==> src/logic/dac_cal_pkg.sv <==
package dac_cal_pkg;

    // ------------------------------------------------------------
    // register offsets
    // ------------------------------------------------------------
    localparam logic [4:0] OFS_I_FINE_GAIN = 5'h03;
    localparam logic [4:0] OFS_I_COARSE_GAIN = 5'h04;
    localparam logic [4:0] OFS_I_CM_RESISTOR = 5'h05;
    localparam logic [4:0] OFS_Q_FINE_GAIN = 5'h06;
    localparam logic [4:0] OFS_Q_COARSE_GAIN = 5'h07;
    localparam logic [4:0] OFS_Q_CM_RESISTOR = 5'h08;
    localparam logic [4:0] OFS_REFERENCE_TRIM = 5'h0D;
    localparam logic [4:0] OFS_CAL_SETUP = 5'h0E;
    localparam logic [4:0] OFS_CAL_STATUS = 5'h0F;
    localparam logic [4:0] OFS_COEF_ADDRESS = 5'h10;
    localparam logic [4:0] OFS_COEF_DATA = 5'h11;
    localparam logic [4:0] OFS_CAL_CONTROL = 5'h12;

    // ------------------------------------------------------------
    // field positions
    // ------------------------------------------------------------
    localparam int SETUP_DIV_LSB = 0;
    localparam int SETUP_CLK_EN_BIT = 3;
    localparam int SETUP_I_SEL_BIT = 4;
    localparam int SETUP_Q_SEL_BIT = 5;
    localparam int STATUS_I_DONE_BIT = 6;
    localparam int STATUS_Q_DONE_BIT = 7;
    localparam int CTRL_Q_UNCAL_BIT = 0;
    localparam int CTRL_I_UNCAL_BIT = 1;
    localparam int CTRL_RD_STROBE_BIT = 2;
    localparam int CTRL_WR_STROBE_BIT = 3;
    localparam int CTRL_START_BIT = 4;
    localparam int CM_ENABLE_BIT = 7;
    localparam int SPI_READ_BIT = 7;

    // ------------------------------------------------------------
    // sizes, reset values and timing counts
    // ------------------------------------------------------------
    localparam int CODE_W = 6;
    localparam int COEF_W = 6;
    localparam int COEF_COUNT = 32;
    localparam int COEF_IDX_W = 5;
    localparam logic [7:0] COEF_ADDR_FIRST = 8'h01;
    localparam logic [7:0] COEF_ADDR_LAST = 8'h20;
    localparam logic [7:0] REG_RESET = 8'h00;
    localparam int CAL_TICKS = 300;
    localparam int CAL_PREDIV = 16;
    localparam int DIV_CNT_W = 11;
    localparam logic [2:0] DIV_SEL_MAX = 3'h6;

    typedef enum logic [1:0] {
        CAL_IDLE = 2'b00,
        CAL_RUN = 2'b01,
        CAL_FINISH = 2'b11
    } cal_state_t;

endpackage

==> src/logic/cal_core_if.sv <==
`timescale 1ns/1ps
interface cal_core_if;
    import dac_cal_pkg::*;
    logic tick;
    logic start;
    logic [COEF_W-1:0] measure;
    logic hostWr;
    logic [COEF_IDX_W-1:0] hostIdx;
    logic [COEF_W-1:0] hostData;
    logic [COEF_IDX_W-1:0] convIdx;
    logic [COEF_W-1:0] rdData;
    logic [COEF_W-1:0] convData;
    logic done;

    modport core (
        input tick, start, measure, hostWr, hostIdx, hostData, convIdx,
        output rdData, convData, done
    );
    modport ctrl (
        output tick, start, measure, hostWr, hostIdx, hostData, convIdx,
        input rdData, convData, done
    );
endinterface

==> src/logic/cal_core.sv <==
`timescale 1ns/1ps
module cal_core
    import dac_cal_pkg::*;
#(
    parameter int CAL_TICKS_P = CAL_TICKS
) (
    input wire logic mclk,
    input wire logic resetn,
    cal_core_if.core bus
);

    // ------------------------------------------------------------
    // coefficient store and sequencer
    // ------------------------------------------------------------
    logic [COEF_W-1:0] coefMem [COEF_COUNT];
    cal_state_t state_reg, state_next;
    logic [8:0] tickCnt_reg;
    logic done_reg;
    logic [COEF_W-1:0] convData_reg;

    wire logic finishing = (state_reg == CAL_RUN) && bus.tick
        && (tickCnt_reg == 9'(CAL_TICKS_P - 1));
    wire logic storeStep = (state_reg == CAL_RUN) && bus.tick
        && (tickCnt_reg < 9'(COEF_COUNT));
    wire logic [COEF_IDX_W-1:0] stepIdx = tickCnt_reg[COEF_IDX_W-1:0];

    // next state; a start held high after finish waits for the host clear
    always_comb begin
        state_next = state_reg;
        case (state_reg)
            CAL_IDLE: if (bus.start) state_next = CAL_RUN;
            CAL_RUN: begin
                if (!bus.start) state_next = CAL_IDLE;
                else if (finishing) state_next = CAL_FINISH;
            end
            CAL_FINISH: if (!bus.start) state_next = CAL_IDLE;
            default: state_next = CAL_IDLE;
        endcase
    end

    always_ff @(posedge mclk) begin
        if (!resetn) begin
            state_reg <= CAL_IDLE;
            tickCnt_reg <= '0;
        end else begin
            state_reg <= state_next;
            if (state_reg != CAL_RUN) tickCnt_reg <= '0;
            else if (bus.tick) tickCnt_reg <= tickCnt_reg + 9'h001;
        end
    end

    // sticky done; a new start clears it but a finish in the same cycle wins
    always_ff @(posedge mclk) begin
        if (!resetn) done_reg <= 1'b0;
        else if (finishing) done_reg <= 1'b1;
        else if (state_reg == CAL_IDLE && bus.start) done_reg <= 1'b0;
    end

    // host write takes priority over the sequencer, which only runs if started
    always_ff @(posedge mclk) begin
        if (bus.hostWr) coefMem[bus.hostIdx] <= bus.hostData;
        else if (storeStep) coefMem[stepIdx] <= bus.measure;
    end

    // stored values feed conversion until replaced
    always_ff @(posedge mclk) begin
        if (!resetn) convData_reg <= '0;
        else convData_reg <= coefMem[bus.convIdx];
    end

    assign bus.rdData = coefMem[bus.hostIdx];
    assign bus.done = done_reg;
    assign bus.convData = convData_reg;

endmodule // cal_core

==> src/logic/dac_selfcal_gain_trim_control.sv <==
// Contract
// - status bits 6 and 7 show core done
// - thirty-two coefficients, readable and writable
// - writing 0x04 sets read strobe
// - data register returns six-bit coefficient
// - writing 0x08 sets write strobe
// - data write stores at addressed entry
// - reference trim six-bit two's complement
// - per-core coarse gain two's complement
// - per-core fine gain straight binary
// - common-mode resistor off at reset
// - start bit begins calibration, about 300 ticks
// - cal clock is sample clock over 16*factor
// - separate calibration hardware per core
// - writing zero clears uncalibrated-mode bits
`timescale 1ns/1ps
module dac_selfcal_gain_trim_control
    import dac_cal_pkg::*;
#(
    parameter int CAL_TICKS_P = CAL_TICKS
) (
    input wire logic mclk,
    input wire logic resetn,
    input wire logic spiSclk,
    input wire logic spiCsN,
    input wire logic spiSdi,
    output logic spiSdo,
    output logic spiSdoOeN,
    input wire logic [COEF_W-1:0] iCalMeasure,
    input wire logic [COEF_W-1:0] qCalMeasure,
    input wire logic [COEF_IDX_W-1:0] convCoefIndex,
    output logic [COEF_W-1:0] iConvCoef,
    output logic [COEF_W-1:0] qConvCoef,
    output logic [CODE_W-1:0] iFineGainCode,
    output logic [CODE_W-1:0] qFineGainCode,
    output logic [CODE_W-1:0] iCoarseGainCode,
    output logic [CODE_W-1:0] qCoarseGainCode,
    output logic [CODE_W-1:0] iCmResistorCode,
    output logic [CODE_W-1:0] qCmResistorCode,
    output logic iCmResistorEnable,
    output logic qCmResistorEnable,
    output logic [CODE_W-1:0] referenceTrimCode,
    output logic iUncalMode,
    output logic qUncalMode
);

    // ------------------------------------------------------------
    // serial control port
    // ------------------------------------------------------------
    // pins are taken as synchronous to mclk, so sclk needs no synchroniser;
    // the sclk period must span several mclk cycles for edge detection
    logic sclkPrev_reg;
    logic [4:0] bitCnt_reg;
    logic [7:0] shiftIn_reg;
    logic [7:0] instr_reg;
    logic [7:0] shiftOut_reg;
    logic sdo_reg;
    logic sdoOeN_reg;

    wire logic sclkRise = spiSclk && !sclkPrev_reg;
    wire logic sclkFall = !spiSclk && sclkPrev_reg;
    wire logic [7:0] shiftedIn = {shiftIn_reg[6:0], spiSdi};
    wire logic isRead = instr_reg[SPI_READ_BIT];
    wire logic [4:0] regAddr = instr_reg[4:0];
    wire logic regWrite = !spiCsN && sclkRise && (bitCnt_reg == 5'h0F) && !isRead;
    wire logic [7:0] wrData = shiftedIn;
    logic [7:0] rdMux;

    // instruction byte then one data byte, msb first, mode 0
    always_ff @(posedge mclk) begin
        if (!resetn) begin
            sclkPrev_reg <= 1'b0;
            bitCnt_reg <= '0;
            shiftIn_reg <= '0;
            instr_reg <= '0;
        end else begin
            sclkPrev_reg <= spiSclk;
            if (spiCsN) begin
                bitCnt_reg <= '0;
            end else if (sclkRise) begin
                shiftIn_reg <= shiftedIn;
                if (bitCnt_reg != 5'h10) bitCnt_reg <= bitCnt_reg + 5'h01;
                if (bitCnt_reg == 5'h07) instr_reg <= shiftedIn;
            end
        end
    end

    // read data is captured on the falling edge after the instruction byte
    always_ff @(posedge mclk) begin
        if (!resetn) begin
            shiftOut_reg <= '0;
            sdo_reg <= 1'b0;
            sdoOeN_reg <= 1'b1;
        end else if (spiCsN) begin
            sdoOeN_reg <= 1'b1;
        end else if (sclkFall && isRead) begin
            if (bitCnt_reg == 5'h08) begin
                shiftOut_reg <= {rdMux[6:0], 1'b0};
                sdo_reg <= rdMux[7];
                sdoOeN_reg <= 1'b0;
            end else if (bitCnt_reg > 5'h08 && bitCnt_reg < 5'h10) begin
                shiftOut_reg <= {shiftOut_reg[6:0], 1'b0};
                sdo_reg <= shiftOut_reg[7];
            end
        end
    end

    // ------------------------------------------------------------
    // register file
    // ------------------------------------------------------------
    logic [7:0] iFine_reg, qFine_reg, iCoarse_reg, qCoarse_reg;
    logic [7:0] iCm_reg, qCm_reg, refTrim_reg, setup_reg;
    logic [7:0] coefAddr_reg, coefData_reg, control_reg;

    wire logic wrIFine = regWrite && (regAddr == OFS_I_FINE_GAIN);
    wire logic wrICoarse = regWrite && (regAddr == OFS_I_COARSE_GAIN);
    wire logic wrICm = regWrite && (regAddr == OFS_I_CM_RESISTOR);
    wire logic wrQFine = regWrite && (regAddr == OFS_Q_FINE_GAIN);
    wire logic wrQCoarse = regWrite && (regAddr == OFS_Q_COARSE_GAIN);
    wire logic wrQCm = regWrite && (regAddr == OFS_Q_CM_RESISTOR);
    wire logic wrRefTrim = regWrite && (regAddr == OFS_REFERENCE_TRIM);
    wire logic wrSetup = regWrite && (regAddr == OFS_CAL_SETUP);
    wire logic wrCoefAddr = regWrite && (regAddr == OFS_COEF_ADDRESS);
    wire logic wrCoefData = regWrite && (regAddr == OFS_COEF_DATA);
    wire logic wrControl = regWrite && (regAddr == OFS_CAL_CONTROL);

    // plain storage; the cm enable bit sits at 7 so codes stay in 5:0
    always_ff @(posedge mclk) begin
        if (!resetn) begin
            iFine_reg <= REG_RESET;
            qFine_reg <= REG_RESET;
            iCoarse_reg <= REG_RESET;
            qCoarse_reg <= REG_RESET;
            iCm_reg <= REG_RESET;
            qCm_reg <= REG_RESET;
            refTrim_reg <= REG_RESET;
        end else begin
            if (wrIFine) iFine_reg <= wrData;
            if (wrQFine) qFine_reg <= wrData;
            if (wrICoarse) iCoarse_reg <= wrData;
            if (wrQCoarse) qCoarse_reg <= wrData;
            if (wrICm) iCm_reg <= wrData;
            if (wrQCm) qCm_reg <= wrData;
            if (wrRefTrim) refTrim_reg <= wrData;
        end
    end

    // calibration control; a zero write drops strobes, start and uncal bits
    always_ff @(posedge mclk) begin
        if (!resetn) begin
            setup_reg <= REG_RESET;
            coefAddr_reg <= REG_RESET;
            coefData_reg <= REG_RESET;
            control_reg <= REG_RESET;
        end else begin
            if (wrSetup) setup_reg <= wrData;
            if (wrCoefAddr) coefAddr_reg <= wrData;
            if (wrCoefData) coefData_reg <= wrData;
            if (wrControl) control_reg <= wrData;
        end
    end

    // ------------------------------------------------------------
    // calibration clock and per-core engines
    // ------------------------------------------------------------
    logic [DIV_CNT_W-1:0] divCnt_reg;
    wire logic calClkEn = setup_reg[SETUP_CLK_EN_BIT];
    wire logic [2:0] cal_clock_divider = setup_reg[SETUP_DIV_LSB +: 3];
    wire logic [2:0] divSelClamped = (cal_clock_divider > DIV_SEL_MAX) ? DIV_SEL_MAX : cal_clock_divider;
    // period = 16 * 2^(sel+1): 32 .. 2048 sample clocks
    wire logic [DIV_CNT_W:0] divPeriod = (DIV_CNT_W + 1)'(CAL_PREDIV) << (divSelClamped + 3'h1);
    wire logic [DIV_CNT_W-1:0] divLast = DIV_CNT_W'(divPeriod - 12'h001);
    wire logic calTick = calClkEn && (divCnt_reg == divLast);

    // restarting from zero whenever the clock is off keeps the first tick full
    always_ff @(posedge mclk) begin
        if (!resetn) divCnt_reg <= '0;
        else if (!calClkEn || calTick) divCnt_reg <= '0;
        else divCnt_reg <= divCnt_reg + 11'h001;
    end

    wire logic iSel = setup_reg[SETUP_I_SEL_BIT];
    wire logic qSel = setup_reg[SETUP_Q_SEL_BIT];
    wire logic startReq = control_reg[CTRL_START_BIT] && calClkEn;
    wire logic addrValid = (coefAddr_reg >= COEF_ADDR_FIRST) && (coefAddr_reg <= COEF_ADDR_LAST);
    wire logic [7:0] addrLess1 = coefAddr_reg - 8'h01;
    wire logic [COEF_IDX_W-1:0] coefIdx = addrLess1[COEF_IDX_W-1:0];
    wire logic hostWrOk = wrCoefData && control_reg[CTRL_WR_STROBE_BIT] && addrValid;

    cal_core_if iBus();
    cal_core_if qBus();

    assign iBus.tick = calTick;
    assign iBus.start = startReq && iSel;
    assign iBus.measure = iCalMeasure;
    assign iBus.hostWr = hostWrOk && iSel;
    assign iBus.hostIdx = coefIdx;
    assign iBus.hostData = wrData[COEF_W-1:0];
    assign iBus.convIdx = convCoefIndex;

    assign qBus.tick = calTick;
    assign qBus.start = startReq && qSel;
    assign qBus.measure = qCalMeasure;
    assign qBus.hostWr = hostWrOk && qSel;
    assign qBus.hostIdx = coefIdx;
    assign qBus.hostData = wrData[COEF_W-1:0];
    assign qBus.convIdx = convCoefIndex;

    // separate engines so both cores can calibrate at once
    cal_core #(.CAL_TICKS_P(CAL_TICKS_P)) iCore (
        .mclk(mclk),
        .resetn(resetn),
        .bus(iBus.core)
    );
    cal_core #(.CAL_TICKS_P(CAL_TICKS_P)) qCore (
        .mclk(mclk),
        .resetn(resetn),
        .bus(qBus.core)
    );

    // ------------------------------------------------------------
    // read decode
    // ------------------------------------------------------------
    // with both cores or none selected there is no defined coefficient,
    // so the data register falls back to its last written value
    wire logic oneSel = iSel ^ qSel;
    wire logic coefRdOk = control_reg[CTRL_RD_STROBE_BIT] && oneSel && addrValid;
    wire logic [COEF_W-1:0] selCoef = iSel ? iBus.rdData : qBus.rdData;
    wire logic [7:0] coefDataView = coefRdOk ? {2'b00, selCoef} : coefData_reg;
    wire logic [7:0] statusView = {qBus.done, iBus.done, 6'b000000};

    always_comb begin
        if (regAddr == OFS_I_FINE_GAIN) rdMux = iFine_reg;
        else if (regAddr == OFS_I_COARSE_GAIN) rdMux = iCoarse_reg;
        else if (regAddr == OFS_I_CM_RESISTOR) rdMux = iCm_reg;
        else if (regAddr == OFS_Q_FINE_GAIN) rdMux = qFine_reg;
        else if (regAddr == OFS_Q_COARSE_GAIN) rdMux = qCoarse_reg;
        else if (regAddr == OFS_Q_CM_RESISTOR) rdMux = qCm_reg;
        else if (regAddr == OFS_REFERENCE_TRIM) rdMux = refTrim_reg;
        else if (regAddr == OFS_CAL_SETUP) rdMux = setup_reg;
        else if (regAddr == OFS_CAL_STATUS) rdMux = statusView;
        else if (regAddr == OFS_COEF_ADDRESS) rdMux = coefAddr_reg;
        else if (regAddr == OFS_COEF_DATA) rdMux = coefDataView;
        else if (regAddr == OFS_CAL_CONTROL) rdMux = control_reg;
        else rdMux = 8'h00;
    end

    // ------------------------------------------------------------
    // analog control outputs
    // ------------------------------------------------------------
    // codes are passed raw; format is interpreted by the analog networks
    assign iFineGainCode = iFine_reg[CODE_W-1:0];
    assign qFineGainCode = qFine_reg[CODE_W-1:0];
    assign iCoarseGainCode = iCoarse_reg[CODE_W-1:0];
    assign qCoarseGainCode = qCoarse_reg[CODE_W-1:0];
    assign iCmResistorCode = iCm_reg[CODE_W-1:0];
    assign qCmResistorCode = qCm_reg[CODE_W-1:0];
    assign iCmResistorEnable = iCm_reg[CM_ENABLE_BIT];
    assign qCmResistorEnable = qCm_reg[CM_ENABLE_BIT];
    assign referenceTrimCode = refTrim_reg[CODE_W-1:0];
    assign iUncalMode = control_reg[CTRL_I_UNCAL_BIT];
    assign qUncalMode = control_reg[CTRL_Q_UNCAL_BIT];
    assign iConvCoef = iBus.convData;
    assign qConvCoef = qBus.convData;
    assign spiSdo = sdo_reg;
    assign spiSdoOeN = sdoOeN_reg;

endmodule // dac_selfcal_gain_trim_control
==> config.mk <==
export PLATFORM = sky130hd
export DESIGN_NAME = dac_selfcal_gain_trim_control
export DESIGN_NICKNAME = d
export VERILOG_FILES = /design/src/logic/dac_cal_pkg.sv /design/src/logic/cal_core_if.sv /design/src/logic/cal_core.sv /design/src/logic/dac_selfcal_gain_trim_control.sv
export SDC_FILE = /design/constraint.sdc
export NUM_CORES = 1
export LEC_CHECK = 0
export ABC_AREA = 1
export BUFFER_PORTS_ARGS = -buffer_cell sky130_fd_sc_hd__buf_2
export CORE_MARGIN = 3
export CORE_UTILIZATION = 53
export CTS_BUF_LIST = sky130_fd_sc_hd__clkbuf_16
export DETAILED_ROUTE_END_ITERATION = 10
export PLACE_DENSITY = 0.79
export SLEW_MARGIN = 40
export SYNTH_ARGS = -nofsm -noshare
export SYNTH_HDL_FRONTEND = slang
export SYNTH_HIERARCHICAL = 1
export SYNTH_SLANG_ARGS = --single-unit
==> constraint.sdc <==
create_clock -name mclk -period 4.2 [get_ports mclk]
set_clock_uncertainty 0.1 [all_clocks]
set_input_delay 0.63 -clock mclk [delete_from_list [all_inputs] [get_ports mclk]]
set_output_delay 0.63 -clock mclk [all_outputs]
set_load 0.02 [all_outputs]
==> impl_table.tex <==
\begin{tabular}{lr}
\hline
Metric & Value \\
\hline
\multicolumn{2}{l}{\textbf{Drt}} \\
Iter 0 DRT Violations & 3435 \\
Total number of vias & 24602 \\
Final antenna-violating net count & 0 \\
Post-detailed-route DRC marker count & 0 \\
Wirelength, routed & just over 80000 µm \\
Vias per Instance & $\sim$5.9 \\
Number of search-and-repair iterations in the first detailed-routing pass & 6 \\
Wire length per cell & around 19 µm \\
\multicolumn{2}{l}{\textbf{Global routing}} \\
Via count of the first global-routing pass & around 22000 \\
Gr ovfl total & 0 \\
Pin count of the biggest net entering global routing & approximately 130 \\
Initial antenna violation count & 3 \\
Total routing resource utilization after global routing & between 20 and 30\% \\
Global-route wire length before repair & 123000 µm \\
\multicolumn{2}{l}{\textbf{Layout}} \\
Most frequent standard cell in the layout excluding fill and tap cells & nand2\_1 \\
Design area & 31020 µm² \\
Final core area utilization & 59.97\% \\
Synth-to-layout area growth & 11.01\% \\
Most frequent cells in the layout & 1122 x nand2\_1, 584 x nand3\_1, 384 x edfxtp\_1 \\
Final cell count without fillers & 4138 \\
Total number of nets in the final design & 3447 \\
Ratio of cells with drive above 1 in the final layout & 12.59\% \\
\multicolumn{2}{l}{\textbf{CTS}} \\
Clock latency on the worst-skew pair & around 0.6 ns \\
Clock tree buffer depth & 3 \\
Clock input transition at the sequential cells of the worst setup and hold paths & approximately 0.060 ns \\
Clock tree from TritonCTS & yes \\
TritonCTS Buffers & 53 \\
CTS HTree Levels & 2 \\
Library cell used as clock root buffer & clkbuf\_16 \\
Total number of clock tree sinks & 547 \\
Number of buffers added to fix hold violations after cts & 0 \\
\multicolumn{2}{l}{\textbf{Synthesis}} \\
Number of distinct library cell variants in the gate-level netlist after synthesis & 50 \\
Primary FF master, synth & edfxtp\_1 \\
Synthesized area & 27940 µm² \\
Seq/Total Area, Yosys & 52.95\% \\
Number of standard cells after synthesis & about 3400 \\
Warnings, synthesis & 6 \\
Number of enable flip-flop cells after synthesis & around 380 \\
Flops \& latches, synth & 547 \\
Cell types occupying the most area after synthesis & edfxtp\_1 41\%, nand2\_1 15\%, dfxtp\_1 12\%, nand3\_1 10\%, nor2\_1 3.9\% \\
Fraction of synthesized cell area taken by the top area cell type & between 40 and 50\% \\
Cell type with the largest total area after synthesis & edfxtp\_1 \\
Post-synthesis average cell area & approximately 8.2 µm² \\
Fraction of registers with async set/reset & 0\% \\
Mapped Nets & 3451 \\
\multicolumn{2}{l}{\textbf{Power}} \\
Switching portion of total power & roughly 22\% \\
Power density relative to cell area & 360.7 nW/µm² \\
Combinational cell fraction of total power & roughly 4.7\% \\
Lkg Pwr & 12.27 nW \\
Part of the power in the clock network & 43.5\% \\
Cell-internal power & 0.008711 W \\
IR drop worst, VDD & 0.0003271 V \\
Switch Pwr & 0.002477 W \\
Power share of the sequential group & approximately 52\% \\
\multicolumn{2}{l}{\textbf{Status}} \\
Status & completed \\
\multicolumn{2}{l}{\textbf{Placed design}} \\
DP HPWL & 50930 µm \\
Placed Instance Area & 28770 µm² \\
Port Buffers & 81 \\
Number of instances in the placed design & between 4000 and 5000 \\
Setup WS pre-CTS & -0.06593 ns \\
Final weighted congestion of routability-driven global placement & a little over 0.9 \\
\multicolumn{2}{l}{\textbf{STA}} \\
Final count of pins violating max slew & 0 \\
Max\_slew headroom & between 40 and 50\% \\
Final setup violation count & 0 \\
Final hold violation count & 0 \\
Peak Freq & 254.2 MHz \\
Final setup margin & 0.2661 ns \\
Crit share post-route & 93.66\% \\
Unrepaired setup endpoints after global routing & yes \\
Final critical-path required period & 3.934 ns \\
Transition time of the tightest slew-check pin & between 0.8 and 0.9 ns \\
\multicolumn{2}{l}{\textbf{Die}} \\
Core Rows & 83 \\
Horizontal die dimension & 235.6 µm \\
Core area & 51720 µm² \\
Count of boundary I/O pins & 82 \\
Starting density of the core & 54.02\% \\
Total Die Area & 55510 µm² \\
Die Height & 235.6 µm \\
\multicolumn{2}{l}{\textbf{Hold path}} \\
Type of the worst min-delay path & input port to flip-flop \\
\multicolumn{2}{l}{\textbf{Setup path}} \\
Critical setup path kind & flip-flop to flip-flop \\
Critical Path Sink Type & flip-flop \\
Startpoint type of the worst setup path & flip-flop \\
Worst endpoint data arrival time & 4.32 ns \\
Required arrival time at the worst endpoint & between 4 and 5 ns \\
Largest fanout on the critical path & 60 \\
\multicolumn{2}{l}{\textbf{Job}} \\
Number of maximum-capacitance constraint violations & 0 \\
\hline
\end{tabular}
layout make-up:
type                            instances  area (µm²)
Fill cell                            4299       20700
Inverter                              173       670.6
Antenna cell                            4       10.01
Timing Repair Buffer                  171        1232
Multi-Input combinational cell       2467       11680
Clock inverter                         41       401.6
Sequential cell                       547       14800
Tap cell                              680       850.8
Clock buffer                           55        1376
power by group through the flow:
stage               combinational, W  sequential [W]  clock, W
detailed placement          0.000510         0.00591         0
finish                      0.000527         0.00579   0.00487
CTS                         0.000513         0.00579   0.00491
global placement            0.000503         0.00591         0
global route                0.000568         0.00579   0.00513
floorplan                   0.000325         0.00590         0
critical path: stages, from the launching register on:
cell and delay, ns:
dfxtp_1 0.37, inv_6 0.13, buf_4 0.53, inv_2 0.42, buf_12 0.30, nand2_1 0.09
nand3_1 0.07, nand3_1 0.14, nand2_1 0.10, nand2_1 0.07, nand3_1 0.08, and2_1 0.18
nand2_1 0.07, nand2_1 0.10, nand4_1 0.11, nand3_1 0.09, nand2_1 0.07, nand2_1 0.04
nand2_1 0.09, nand4_1 0.13, nor2_1 0.22, nand4_1 0.14, nand2_1 0.09, a21oi_1 0.05
per-stage QoR:
step / setup TNS (ns) / power, W / hold WS, ns
6_report: 0 / 0.01119 / 0.1631
3_3_place_gp: 0 / 0.006411 / 0.3393
5_1_grt: 0 / 0.01148 / 0.1863
2_1_floorplan: 0 / 0.006229 / 0.3253
4_1_cts: -0.9568 / 0.01121 / 0.1467
3_5_place_dp: -0.6759 / 0.006418 / 0.3465
routing by layer:
layer / GRT usage (%) / up-vias / wire [µm]
li1: - / 11390 / -
met1: 37.80 / 11200 / 31040
met2: 43.49 / 1748 / 36680
met3: 4.827 / 262 / 9618
met4: 11.74 / 2 / 3109
met5: 0 / - / 13
path summary, 6_finish.rpt:
path                           start                  to  slack [ns]  cells after the start
setup / recovery     coefAddr_reg[0]     shiftOut_reg[3]        0.27                     23
hold / removal               spiSclk        sclkPrev_reg        0.16                      3
setup reg to reg     coefAddr_reg[0]     shiftOut_reg[3]        0.27                     23
hold reg to reg   qCore/state_reg[1]  qCore/state_reg[0]        0.35                      1
what timing repair did:
| item | in CTS | in global routing |
|---|---|---|
| gates resized for setup | 7 | 76 |
| buffers inserted | 0 | 11 |
| gates cloned | 0 | 1 |
| endpoints found under the setup margin | 44 | 768 |
| pin swaps | 0 | 13 |
cell usage after synthesis, types with 2 or more instances:
master	n
o21ai_0	150
clkbuf_1	92
nand2_4	5
a21oi_2	2
nand3_1	586
buf_1	26
nand2_1	1123
xnor2_1	2
ha_1	12
dfxtp_1	163
inv_2	39
nor2_2	6
nor2_1	289
edfxtp_1	384
inv_1	127
buf_6	7
mux2_2	12
or3_1	2
buf_4	52
o21ai_2	7
a21oi_1	125
o21ai_1	17
and2_1	4
inv_4	2
or2_2	2
nand3_4	8
nand2_2	9
o31ai_1	2
nand4_1	28
clkinv_2	3
nor2_4	16
nor3_1	13
nor3b_1	4
buf_2	54
clkinv_1	2
xor2_1	12
nand3_2	17
cells by family (layout without fill, tap and decap cells):
| family | after synthesis | in the layout | synth area share (%) |
|---|---|---|---|
| compound gates | 309 | 309 | 5.781 |
| xor+xnor | 14 | 14 | 0.4389 |
| fa+ha+maj | 12 | 12 | 0.5374 |
| buf+inv | 404 | 440 | 6.588 |
| flops | 547 | 547 | 52.95 |
| mux | 13 | 13 | 0.5195 |
| other cells | 0 | 4 | 0 |
| simple gates | 2118 | 2119 | 33.18 |
Note: power is estimated with default switching activity, not from simulation.
